===== config.mk =====
export PLATFORM = sky130hd
export DESIGN_NAME = wdt_top
export DESIGN_NICKNAME = d
export VERILOG_FILES = /design/src/core/wdt_pkg.sv /design/src/core/wdt_cnt_if.sv /design/src/core/wdt_counter.sv /design/src/core/wdt_edge_sync.sv /design/src/core/wdt_top.sv
export SDC_FILE = /design/constraint.sdc
export NUM_CORES = 1
export LEC_CHECK = 0
export BUFFER_PORTS_ARGS = -buffer_cell sky130_fd_sc_hd__buf_2
export CAP_MARGIN = 0
export CORE_ASPECT_RATIO = 1.75
export CORE_MARGIN = 2
export CORE_UTILIZATION = 45
export DETAILED_ROUTE_END_ITERATION = 16
export PLACE_DENSITY = 0.75
export SKIP_CTS_REPAIR_TIMING = 1
export SLEW_MARGIN = 0
export SYNTH_ARGS = -nofsm -noshare
export SYNTH_HDL_FRONTEND = slang
export SYNTH_SLANG_ARGS = --single-unit
export TNS_END_PERCENT = 100

===== constraint.sdc =====
create_clock -name i_clk -period 7.05 [get_ports i_clk]
set_input_delay 1.0575 -clock i_clk [delete_from_list [all_inputs] [get_ports i_clk]]
set_output_delay 1.0575 -clock i_clk [all_outputs]
set_load 0.01 [all_outputs]

===== src/core/wdt_pkg.sv =====
package wdt_pkg;

    // ****************************************
    // Register map
    // ****************************************
    localparam logic [7:0] OFF_RESET_CAUSE    = 8'h00;
    localparam logic [7:0] OFF_CONTROL_STATUS = 8'h04;

    // Reset-cause bits
    localparam int BIT_POWER_ON  = 0;
    localparam int BIT_EXTERNAL  = 1;
    localparam int BIT_BROWNOUT  = 2;
    localparam int BIT_WDT_RESET = 3;
    localparam logic [3:0] CAUSE_POR_VALUE = 4'h1;

    // Control/status bits
    localparam int BIT_IRQ_FLAG   = 7;
    localparam int BIT_IRQ_ENABLE = 6;
    localparam int BIT_PRESC_3    = 5;
    localparam int BIT_CHANGE_EN  = 4;
    localparam int BIT_RESET_EN   = 3;
    localparam int BIT_PRESC_LO   = 0;

    // ****************************************
    // Timing
    // ****************************************
    localparam int          CLK_HZ            = 10_000_000;
    localparam int          OSC_HZ            = 128_000;
    localparam logic [2:0]  CE_WINDOW_CYCLES  = 3'h4;
    localparam int          TIMEOUT_BASE      = 2048;
    localparam logic [3:0]  PRESC_MAX_CODE    = 4'h9;
    localparam int          COUNT_W           = 21;

    typedef enum logic [1:0] {
        MODE_STOPPED,
        MODE_INT,
        MODE_RESET,
        MODE_INT_RESET
    } wdt_mode_type;

endpackage


===== src/core/wdt_cnt_if.sv =====
`timescale 1ns/1ps
interface wdt_cnt_if;
    logic       tick;
    logic       restart;
    logic       run;
    logic [3:0] prescale;
    logic       timeout;
    modport ctl (output tick, output restart, output run, output prescale, input timeout);
    modport cnt (input tick, input restart, input run, input prescale, output timeout);
endinterface


===== src/core/wdt_counter.sv =====
`timescale 1ns/1ps
module wdt_counter
    import wdt_pkg::*;
#(
    parameter logic [COUNT_W-1:0] P_BASE = COUNT_W'(TIMEOUT_BASE)
) (
    // System side
    input  wire logic i_clk,
    input  wire logic i_rst_n,
    // Control link
    wdt_cnt_if.cnt    link
);
    logic [COUNT_W-1:0] count;
    logic [COUNT_W-1:0] limit;
    logic [3:0]         code;

    // Reserved codes fall back to the longest period rather than a short one
    assign code  = (link.prescale > PRESC_MAX_CODE) ? PRESC_MAX_CODE : link.prescale;
    assign limit = P_BASE << code;

    // ****************************************
    // Oscillator cycle counter
    // ****************************************
    always_ff @(posedge i_clk) begin
        if (!i_rst_n) begin
            count        <= '0;
            link.timeout <= 1'b0;
        end else begin
            link.timeout <= 1'b0;
            if (link.restart || !link.run) begin
                count <= '0;
            end else if (link.tick) begin
                if (count >= limit - COUNT_W'(1)) begin
                    count        <= '0;
                    link.timeout <= 1'b1;
                end else begin
                    count <= count + COUNT_W'(1);
                end
            end
        end
    end
endmodule


===== src/core/wdt_edge_sync.sv =====
`timescale 1ns/1ps
module wdt_edge_sync
    import wdt_pkg::*;
(
    // System side
    input  wire logic i_clk,
    input  wire logic i_rst_n,
    // Asynchronous level in, one-cycle rise pulse out
    input  wire logic i_async,
    output logic      o_rise
);
    logic stage1;
    logic stage2;
    logic stage3;

    // First stage feeds only the second; edge taken from later stages
    always_ff @(posedge i_clk) begin
        if (!i_rst_n) begin
            stage1 <= 1'b0;
            stage2 <= 1'b0;
            stage3 <= 1'b0;
        end else begin
            stage1 <= i_async;
            stage2 <= stage1;
            stage3 <= stage2;
        end
    end

    assign o_rise = stage2 & ~stage3;
endmodule


===== src/core/wdt_top.sv =====
// Chosen here: the AHB-Lite interface to the registers and the register addresses.
`timescale 1ns/1ps
module wdt_top
    import wdt_pkg::*;
#(
    parameter logic [COUNT_W-1:0] P_TIMEOUT_BASE = COUNT_W'(TIMEOUT_BASE)
) (
    // Clock and power-on reset
    input  wire logic        i_clk,
    input  wire logic        i_rst_n,
    // AHB-Lite slave
    input  wire logic        i_hsel,
    input  wire logic [31:0] i_haddr,
    input  wire logic [1:0]  i_htrans,
    input  wire logic        i_hwrite,
    input  wire logic [2:0]  i_hsize,
    input  wire logic [31:0] i_hwdata,
    input  wire logic        i_hready,
    output logic             o_hreadyout,
    output logic             o_hresp,
    output logic [31:0]      o_hrdata,
    // Watchdog oscillator and fuse
    input  wire logic        i_wdt_osc,
    input  wire logic        i_always_on_fuse,
    // Core interface
    input  wire logic        i_restart,
    input  wire logic        i_global_int_enable,
    input  wire logic        i_vector_ack,
    output logic             o_wdt_irq,
    // Other reset sources and watchdog reset out
    input  wire logic        i_external_rst,
    input  wire logic        i_brownout_rst,
    output logic             o_sys_reset
);

    // ****************************************
    // State
    // ****************************************
    logic [3:0]   cause;
    logic         irq_flag;
    logic         irq_enable;
    logic         change_en;
    logic [2:0]   ce_count;
    logic         reset_en;
    logic [3:0]   prescale;

    logic [3:0]   next_cause;
    logic         next_irq_flag;
    logic         next_irq_enable;
    logic         next_change_en;
    logic [2:0]   next_ce_count;
    logic         next_reset_en;
    logic [3:0]   next_prescale;

    logic         wr_pending;
    logic [7:0]   wr_addr;
    logic         wr_cause;
    logic         wr_ctrl;
    logic [7:0]   wdata;
    logic         addr_valid;

    logic         fuse_prog;
    logic         eff_reset_en;
    logic         eff_irq_enable;
    wdt_mode_type mode;
    logic         timeout;
    logic         set_flag;
    logic         fire;
    logic         sys_event;
    logic         osc_rise;
    logic [7:0]   rd_value;

    wdt_cnt_if cnt_link ();

    // ****************************************
    // Oscillator crossing and counter
    // ****************************************
    wdt_edge_sync u_osc_sync (
        .i_clk   (i_clk),
        .i_rst_n (i_rst_n),
        .i_async (i_wdt_osc),
        .o_rise  (osc_rise)
    );

    // Counter and all of its control stay in the system clock domain
    wdt_counter #(
        .P_BASE (P_TIMEOUT_BASE)
    ) u_counter (
        .i_clk   (i_clk),
        .i_rst_n (i_rst_n),
        .link    (cnt_link)
    );

    // Restart acts in the system domain; the oscillator enters only as a tick
    assign cnt_link.tick     = osc_rise;
    assign cnt_link.restart  = i_restart | sys_event;
    assign cnt_link.run      = (mode != MODE_STOPPED);
    assign cnt_link.prescale = prescale;
    assign timeout           = cnt_link.timeout;

    // ****************************************
    // Mode decode
    // ****************************************
    // A programmed fuse reads 0 and wins over both enable bits
    assign fuse_prog      = ~i_always_on_fuse;
    assign eff_reset_en   = reset_en | cause[BIT_WDT_RESET] | fuse_prog;
    assign eff_irq_enable = irq_enable & ~fuse_prog;

    always_comb begin
        unique case ({eff_reset_en, eff_irq_enable})
            2'b00:   mode = MODE_STOPPED;
            2'b01:   mode = MODE_INT;
            2'b10:   mode = MODE_RESET;
            2'b11:   mode = MODE_INT_RESET;
        endcase
    end

    // First timeout in combined mode only flags; a second unserviced one resets
    assign set_flag = timeout & ((mode == MODE_INT) |
                                 ((mode == MODE_INT_RESET) & ~irq_flag));
    assign fire     = timeout & ((mode == MODE_RESET) |
                                 ((mode == MODE_INT_RESET) & irq_flag));
    assign sys_event = fire | i_external_rst | i_brownout_rst;

    // ****************************************
    // AHB-Lite address phase
    // ****************************************
    // Size is not decoded: only whole-word accesses are expected
    assign addr_valid = i_hsel & i_htrans[1] & i_hready;
    assign wr_cause   = wr_pending & (wr_addr == OFF_RESET_CAUSE);
    assign wr_ctrl    = wr_pending & (wr_addr == OFF_CONTROL_STATUS);
    assign wdata      = i_hwdata[7:0];

    // Write strobe for the data phase that follows a taken write address phase
    always_ff @(posedge i_clk) begin
        if (!i_rst_n) begin
            wr_pending <= 1'b0;
        end else begin
            wr_pending <= addr_valid & i_hwrite;
        end
    end

    // Address kept every cycle; it only matters while the strobe above is set
    always_ff @(posedge i_clk) begin
        if (!i_rst_n) begin
            wr_addr <= 8'h00;
        end else begin
            wr_addr <= i_haddr[7:0];
        end
    end

    // ****************************************
    // Reset-cause next state
    // ****************************************
    always_comb begin
        next_cause = cause;
        if (wr_cause) begin
            next_cause = cause & wdata[3:0];
        end
        // Hardware set wins over a same-cycle software clear
        if (i_external_rst) begin
            next_cause[BIT_EXTERNAL] = 1'b1;
        end
        if (i_brownout_rst) begin
            next_cause[BIT_BROWNOUT] = 1'b1;
        end
        if (fire) begin
            next_cause[BIT_WDT_RESET] = 1'b1;
        end
    end

    // One flop per cause bit; power-on leaves only the power-on bit set
    for (genvar gi = 0; gi < 4; gi++) begin : g_cause
        always_ff @(posedge i_clk) begin
            if (!i_rst_n) begin
                cause[gi] <= CAUSE_POR_VALUE[gi];
            end else begin
                cause[gi] <= next_cause[gi];
            end
        end
    end

    // ****************************************
    // Control/status next state
    // ****************************************
    always_comb begin
        next_irq_flag   = irq_flag;
        next_irq_enable = irq_enable;
        next_change_en  = change_en;
        next_ce_count   = ce_count;
        next_reset_en   = reset_en;
        next_prescale   = prescale;

        // Window counts down from the write and closes as the count reaches zero
        if (ce_count != 3'h0) begin
            next_ce_count = ce_count - 3'h1;
            if (ce_count == 3'h1) begin
                next_change_en = 1'b0;
            end
        end

        if (wr_ctrl) begin
            if (wdata[BIT_IRQ_FLAG]) begin
                next_irq_flag = 1'b0;
            end
            next_irq_enable = wdata[BIT_IRQ_ENABLE];
            // Outside the window reset-enable may only be set, never cleared
            if (change_en) begin
                next_prescale = {wdata[BIT_PRESC_3], wdata[BIT_PRESC_LO+2:BIT_PRESC_LO]};
                // Clear refused while the watchdog cause flag still pins it
                next_reset_en = wdata[BIT_RESET_EN] |
                                (reset_en & cause[BIT_WDT_RESET]);
            end else begin
                next_reset_en = reset_en | wdata[BIT_RESET_EN];
            end
            if (wdata[BIT_CHANGE_EN]) begin
                next_change_en = 1'b1;
                next_ce_count  = CE_WINDOW_CYCLES;
            end else begin
                next_change_en = 1'b0;
                next_ce_count  = 3'h0;
            end
        end

        if (i_vector_ack) begin
            next_irq_flag = 1'b0;
            if (mode == MODE_INT_RESET) begin
                next_irq_enable = 1'b0;
            end
        end

        if (set_flag) begin
            next_irq_flag = 1'b1;
        end

        // Any system reset returns the control bits to their defaults
        if (sys_event) begin
            next_irq_flag   = 1'b0;
            next_irq_enable = 1'b0;
            next_change_en  = 1'b0;
            next_ce_count   = 3'h0;
            next_reset_en   = 1'b0;
            next_prescale   = 4'h0;
        end
    end

    // ****************************************
    // Interrupt flag and enable
    // ****************************************
    always_ff @(posedge i_clk) begin
        if (!i_rst_n) begin
            irq_flag <= 1'b0;
        end else begin
            irq_flag <= next_irq_flag;
        end
    end

    always_ff @(posedge i_clk) begin
        if (!i_rst_n) begin
            irq_enable <= 1'b0;
        end else begin
            irq_enable <= next_irq_enable;
        end
    end

    // ****************************************
    // Change window
    // ****************************************
    // Flag and down-counter share one process so they can never disagree
    always_ff @(posedge i_clk) begin
        if (!i_rst_n) begin
            change_en <= 1'b0;
            ce_count  <= 3'h0;
        end else begin
            change_en <= next_change_en;
            ce_count  <= next_ce_count;
        end
    end

    // ****************************************
    // Reset enable and prescaler
    // ****************************************
    always_ff @(posedge i_clk) begin
        if (!i_rst_n) begin
            reset_en <= 1'b0;
        end else begin
            reset_en <= next_reset_en;
        end
    end

    always_ff @(posedge i_clk) begin
        if (!i_rst_n) begin
            prescale <= 4'h0;
        end else begin
            prescale <= next_prescale;
        end
    end

    // ****************************************
    // Read path
    // ****************************************
    // Read data come from next-state values so a read right after a write sees it
    always_comb begin
        rd_value = 8'h00;
        if (i_haddr[7:0] == OFF_RESET_CAUSE) begin
            rd_value = {4'h0, next_cause};
        end else if (i_haddr[7:0] == OFF_CONTROL_STATUS) begin
            rd_value[BIT_IRQ_FLAG]   = next_irq_flag;
            rd_value[BIT_IRQ_ENABLE] = next_irq_enable & ~fuse_prog;
            rd_value[BIT_PRESC_3]    = next_prescale[3];
            rd_value[BIT_CHANGE_EN]  = next_change_en;
            rd_value[BIT_RESET_EN]   = next_reset_en | next_cause[BIT_WDT_RESET] |
                                       fuse_prog;
            rd_value[BIT_PRESC_LO+2:BIT_PRESC_LO] = next_prescale[2:0];
        end
    end

    always_ff @(posedge i_clk) begin
        if (!i_rst_n) begin
            o_hrdata <= 32'h0000_0000;
        end else if (addr_valid && !i_hwrite) begin
            o_hrdata <= {24'h00_0000, rd_value};
        end
    end

    // Zero wait states: every register answers in its data phase
    assign o_hreadyout = 1'b1;
    assign o_hresp     = 1'b0;

    // ****************************************
    // Interrupt request
    // ****************************************
    // Level output: it drops at once when the core masks interrupts globally
    assign o_wdt_irq = irq_flag & eff_irq_enable & i_global_int_enable;

    // ****************************************
    // System reset pulse
    // ****************************************
    // Registered so the pulse is free of glitches and exactly one clock wide

    always_ff @(posedge i_clk) begin
        if (!i_rst_n) begin
            o_sys_reset <= 1'b0;
        end else begin
            o_sys_reset <= fire;
        end
    end

endmodule


==> results.md <==
- Area share of the largest cell type after synthesis: 38.3%
- Routed len/inst: 13.5 um
- DR iter-0 viols: 67
- Core footprint: 0.00654 mm^2
- HP Start: u_osc_sync.stage1
- Starting Density: 46.4%
- Vias in the first global route: 2,357
- Slew Limit Fails: 0
- Critical Path AT: 3400 ps
- Gr busiest metal: met2
- Clk_skew: 3.06 ps
- Combinational power share: 3.5%
- Worst min path class: flip-flop to flip-flop
- Synth area leader: dfxtp_1
- F_max: 0.318 GHz
- Cell Pwr Density: 259 mW/mm^2
- #FFs+latches synth: 58
- Grt met3 use: 5.31%
- Nets: 469
- Worst setup SP type: flip-flop
- Die Height: 113 um
- Hold depth: 1
- Status: finished, final reports clean
- Clock Latency Late Sink: 330 ps
- Multi-input gate area: 0.00170 mm^2
- Worst setup EP type: flip-flop
- Final hold viol count: 0
- Die span in x: 66.1 um
- I/O pin count: 117
- DIE AREA: 0.00744 mm^2
- Sequential area share after synthesis: 38.3%
- R2R setup slack: 3900 ps
- Post-synth cell types: 60
- Leak Pwr: 0.00152 uW
- R2R depth: 12
- Setup TNS Final: 0 ps
- CTS Sinks: 58
- Filler cells: 626
- Avg Inst Size Synth: 9.14 um^2
- Hold worst-path end: u_osc_sync.stage2
- Crit path time final: 3150 ps
- Int Pwr: 754 uW
- Maximum clock insertion buffer count: 2
- Sw Share: 18.5%
- GRT overflow: 0
- Clock transition at the registers of the reported paths: 50 ps
- Avg Vias per Cell: 5.22
- Worst slew margin: 64.9%
- Number of synthesized flops with an enable pin: 0
- Routed wire length: 6200 um
- Final hold slack: 429 ps
- Final period utilization: 44.6%
- Mapped Area: 0.00303 mm^2
- WP data required: 7310 ps
- Clock network power share: 60.3%
- Largest net degree at the start of global routing: 23
- Vias post-DR: 2,401
- Worst slew pin tran: 523 ps
- CTS HTree Levels: 3
- IR drop worst, VDD: 209 uV
- Cells after synthesis: 332
- Max-cap viol count: 0
- Share of cells above drive strength 1: 19.8%
- CTS Buf Count: 9
- Gr usage total: 18.4%
- N_diodes: 0
- Number of I/O port buffers: 38
- Pre-antenna DRT Iters: 4
- Register Area: 0.00116 mm^2
- Placed Instances: 444
- HPWL after detailed placement: 4660 um
- Critical path fanouts, max: 18
- RSZ-0062 raised after global routing: false
- Endpoints failing setup: 0
- Crit Path Class: flip-flop to flip-flop
- Final instance area: 0.00357 mm^2
- Layout area overhead: 17.8%
- ANT nets after route: 0
- Area contributors post-synth: dfxtp_1 38%, buf_4 6.7%, ha_1 6.2%, xor2_1 4.6%, nor2_1 4.6%
- Root Buffer: clkbuf_16
- Reg power frac: 36.2%
- Fin cells: 460
- Post-DP Area: 0.00319 mm^2
- Synthesis Warnings: 0
- Commonest register cell after synthesis: dfxtp_1
- Switching power: 171 uW
- Most frequent cells in the layout: 58 x dfxtp_1, 38 x buf_2, 37 x nor2_1
- Cell row count: 39
- Async set or reset register ratio after synthesis: 0%
- RePlAce Congestion: 0.861
- DRC: 0
- Worst r2r src: cnt_link.prescale[0]
- Most common cell after layout, fill and taps aside: dfxtp_1
- CTS tree: yes
- Met1 usage: 18.3%
- First-pass GRT wire length: 10,400 um
- Antenna violations before repair: 0
- R2R Path End: u_counter.count[15]
- GR Util met2: 32.7%
state kept, by name (all words and copies together) (netlist names), 3 cells and up:
name,flops
u_counter.count,21
ce_count,3
cause,4
o_hrdata,8
wr_addr,8
cnt_link.prescale,4
through the flow:
stage / total power (uW) / util, % / worst slack (ps)
after floorplan: 371 / - / 4330
after global placement: 373 / 48.7 / 4030
final: 925 / 54.6 / 3900
after global routing: 949 / 54.6 / 3550
after detailed placement: 373 / 48.7 / 3930
after CTS: 934 / 54.6 / 3880
power groups by stage:
stage	registers, uW	clock network [uW]	logic, uW
after floorplan	341	0	29.7
after global routing	335	579	35.9
after detailed placement	341	0	32.0
after CTS	335	567	32.3
after global placement	341	0	31.4
final	335	558	32.3
layout make-up:
type | instances | area share (%)
clock buffers | 12 | 7.46
clock inverters | 4 | 3.36
inverters | 9 | 0.945
multi-input cells | 257 | 47.5
flip-flops and latches | 58 | 32.5
well taps | 82 | 2.87
repair buffers | 38 | 5.32
critical path, stage by stage, from the launching register on:
cell and delay (ps):
dfxtp_1 340, or2_2 330, or3_1 360, ha_1 250
nor3_1 150, a21o_1 110, a32oi_1 100, ha_1 200
a21oi_1 140, o21a_1 220, a2bb2oi_1 280, nand3_2 380
nor2_1 210
worst max-delay path by stage:
stage	start	depth (start not counted)	slack [ps]	endpoint
floorplan	cnt_link.prescale[0]	13	4330	u_counter.count[11]
global placement	cnt_link.prescale[0]	12	4030	u_counter.count[20]
detailed placement	cnt_link.prescale[0]	12	3930	u_counter.count[3]
CTS	cnt_link.prescale[0]	12	3880	u_counter.count[5]
global route	cnt_link.prescale[1]	12	3550	u_counter.count[13]
finish	cnt_link.prescale[0]	12	3900	u_counter.count[15]
synth_stat cells, types with 4 or more instances:
cell type	count
clkbuf_1	4
xor2_1	16
buf_4	27
nand4_1	5
o21ai_0	10
nor2_1	37
and2_1	13
a21o_1	4
nand3_1	12
a21oi_1	11
ha_1	15
and3_1	4
nand2b_1	4
xnor2_1	4
mux2i_1	6
dfxtp_1	58
nand2_1	21
inv_1	9
nand3b_1	5
and4_1	4
nor3_1	7
logic make-up after synthesis:
group,synth area share [%]
compound gates,12.5
xor+xnor,5.78
fa+ha+maj,6.19
buf+inv,8.79
flops,38.3
mux,1.98
other cells,0.248
simple gates,26.3
layer usage:
layer	wire length, um	up-vias
li1	-	1192
met1	2240	1123
met2	3410	66
met3	276	20
met4	268	0
met5	0	-
Power figures use the tool's default switching activity.
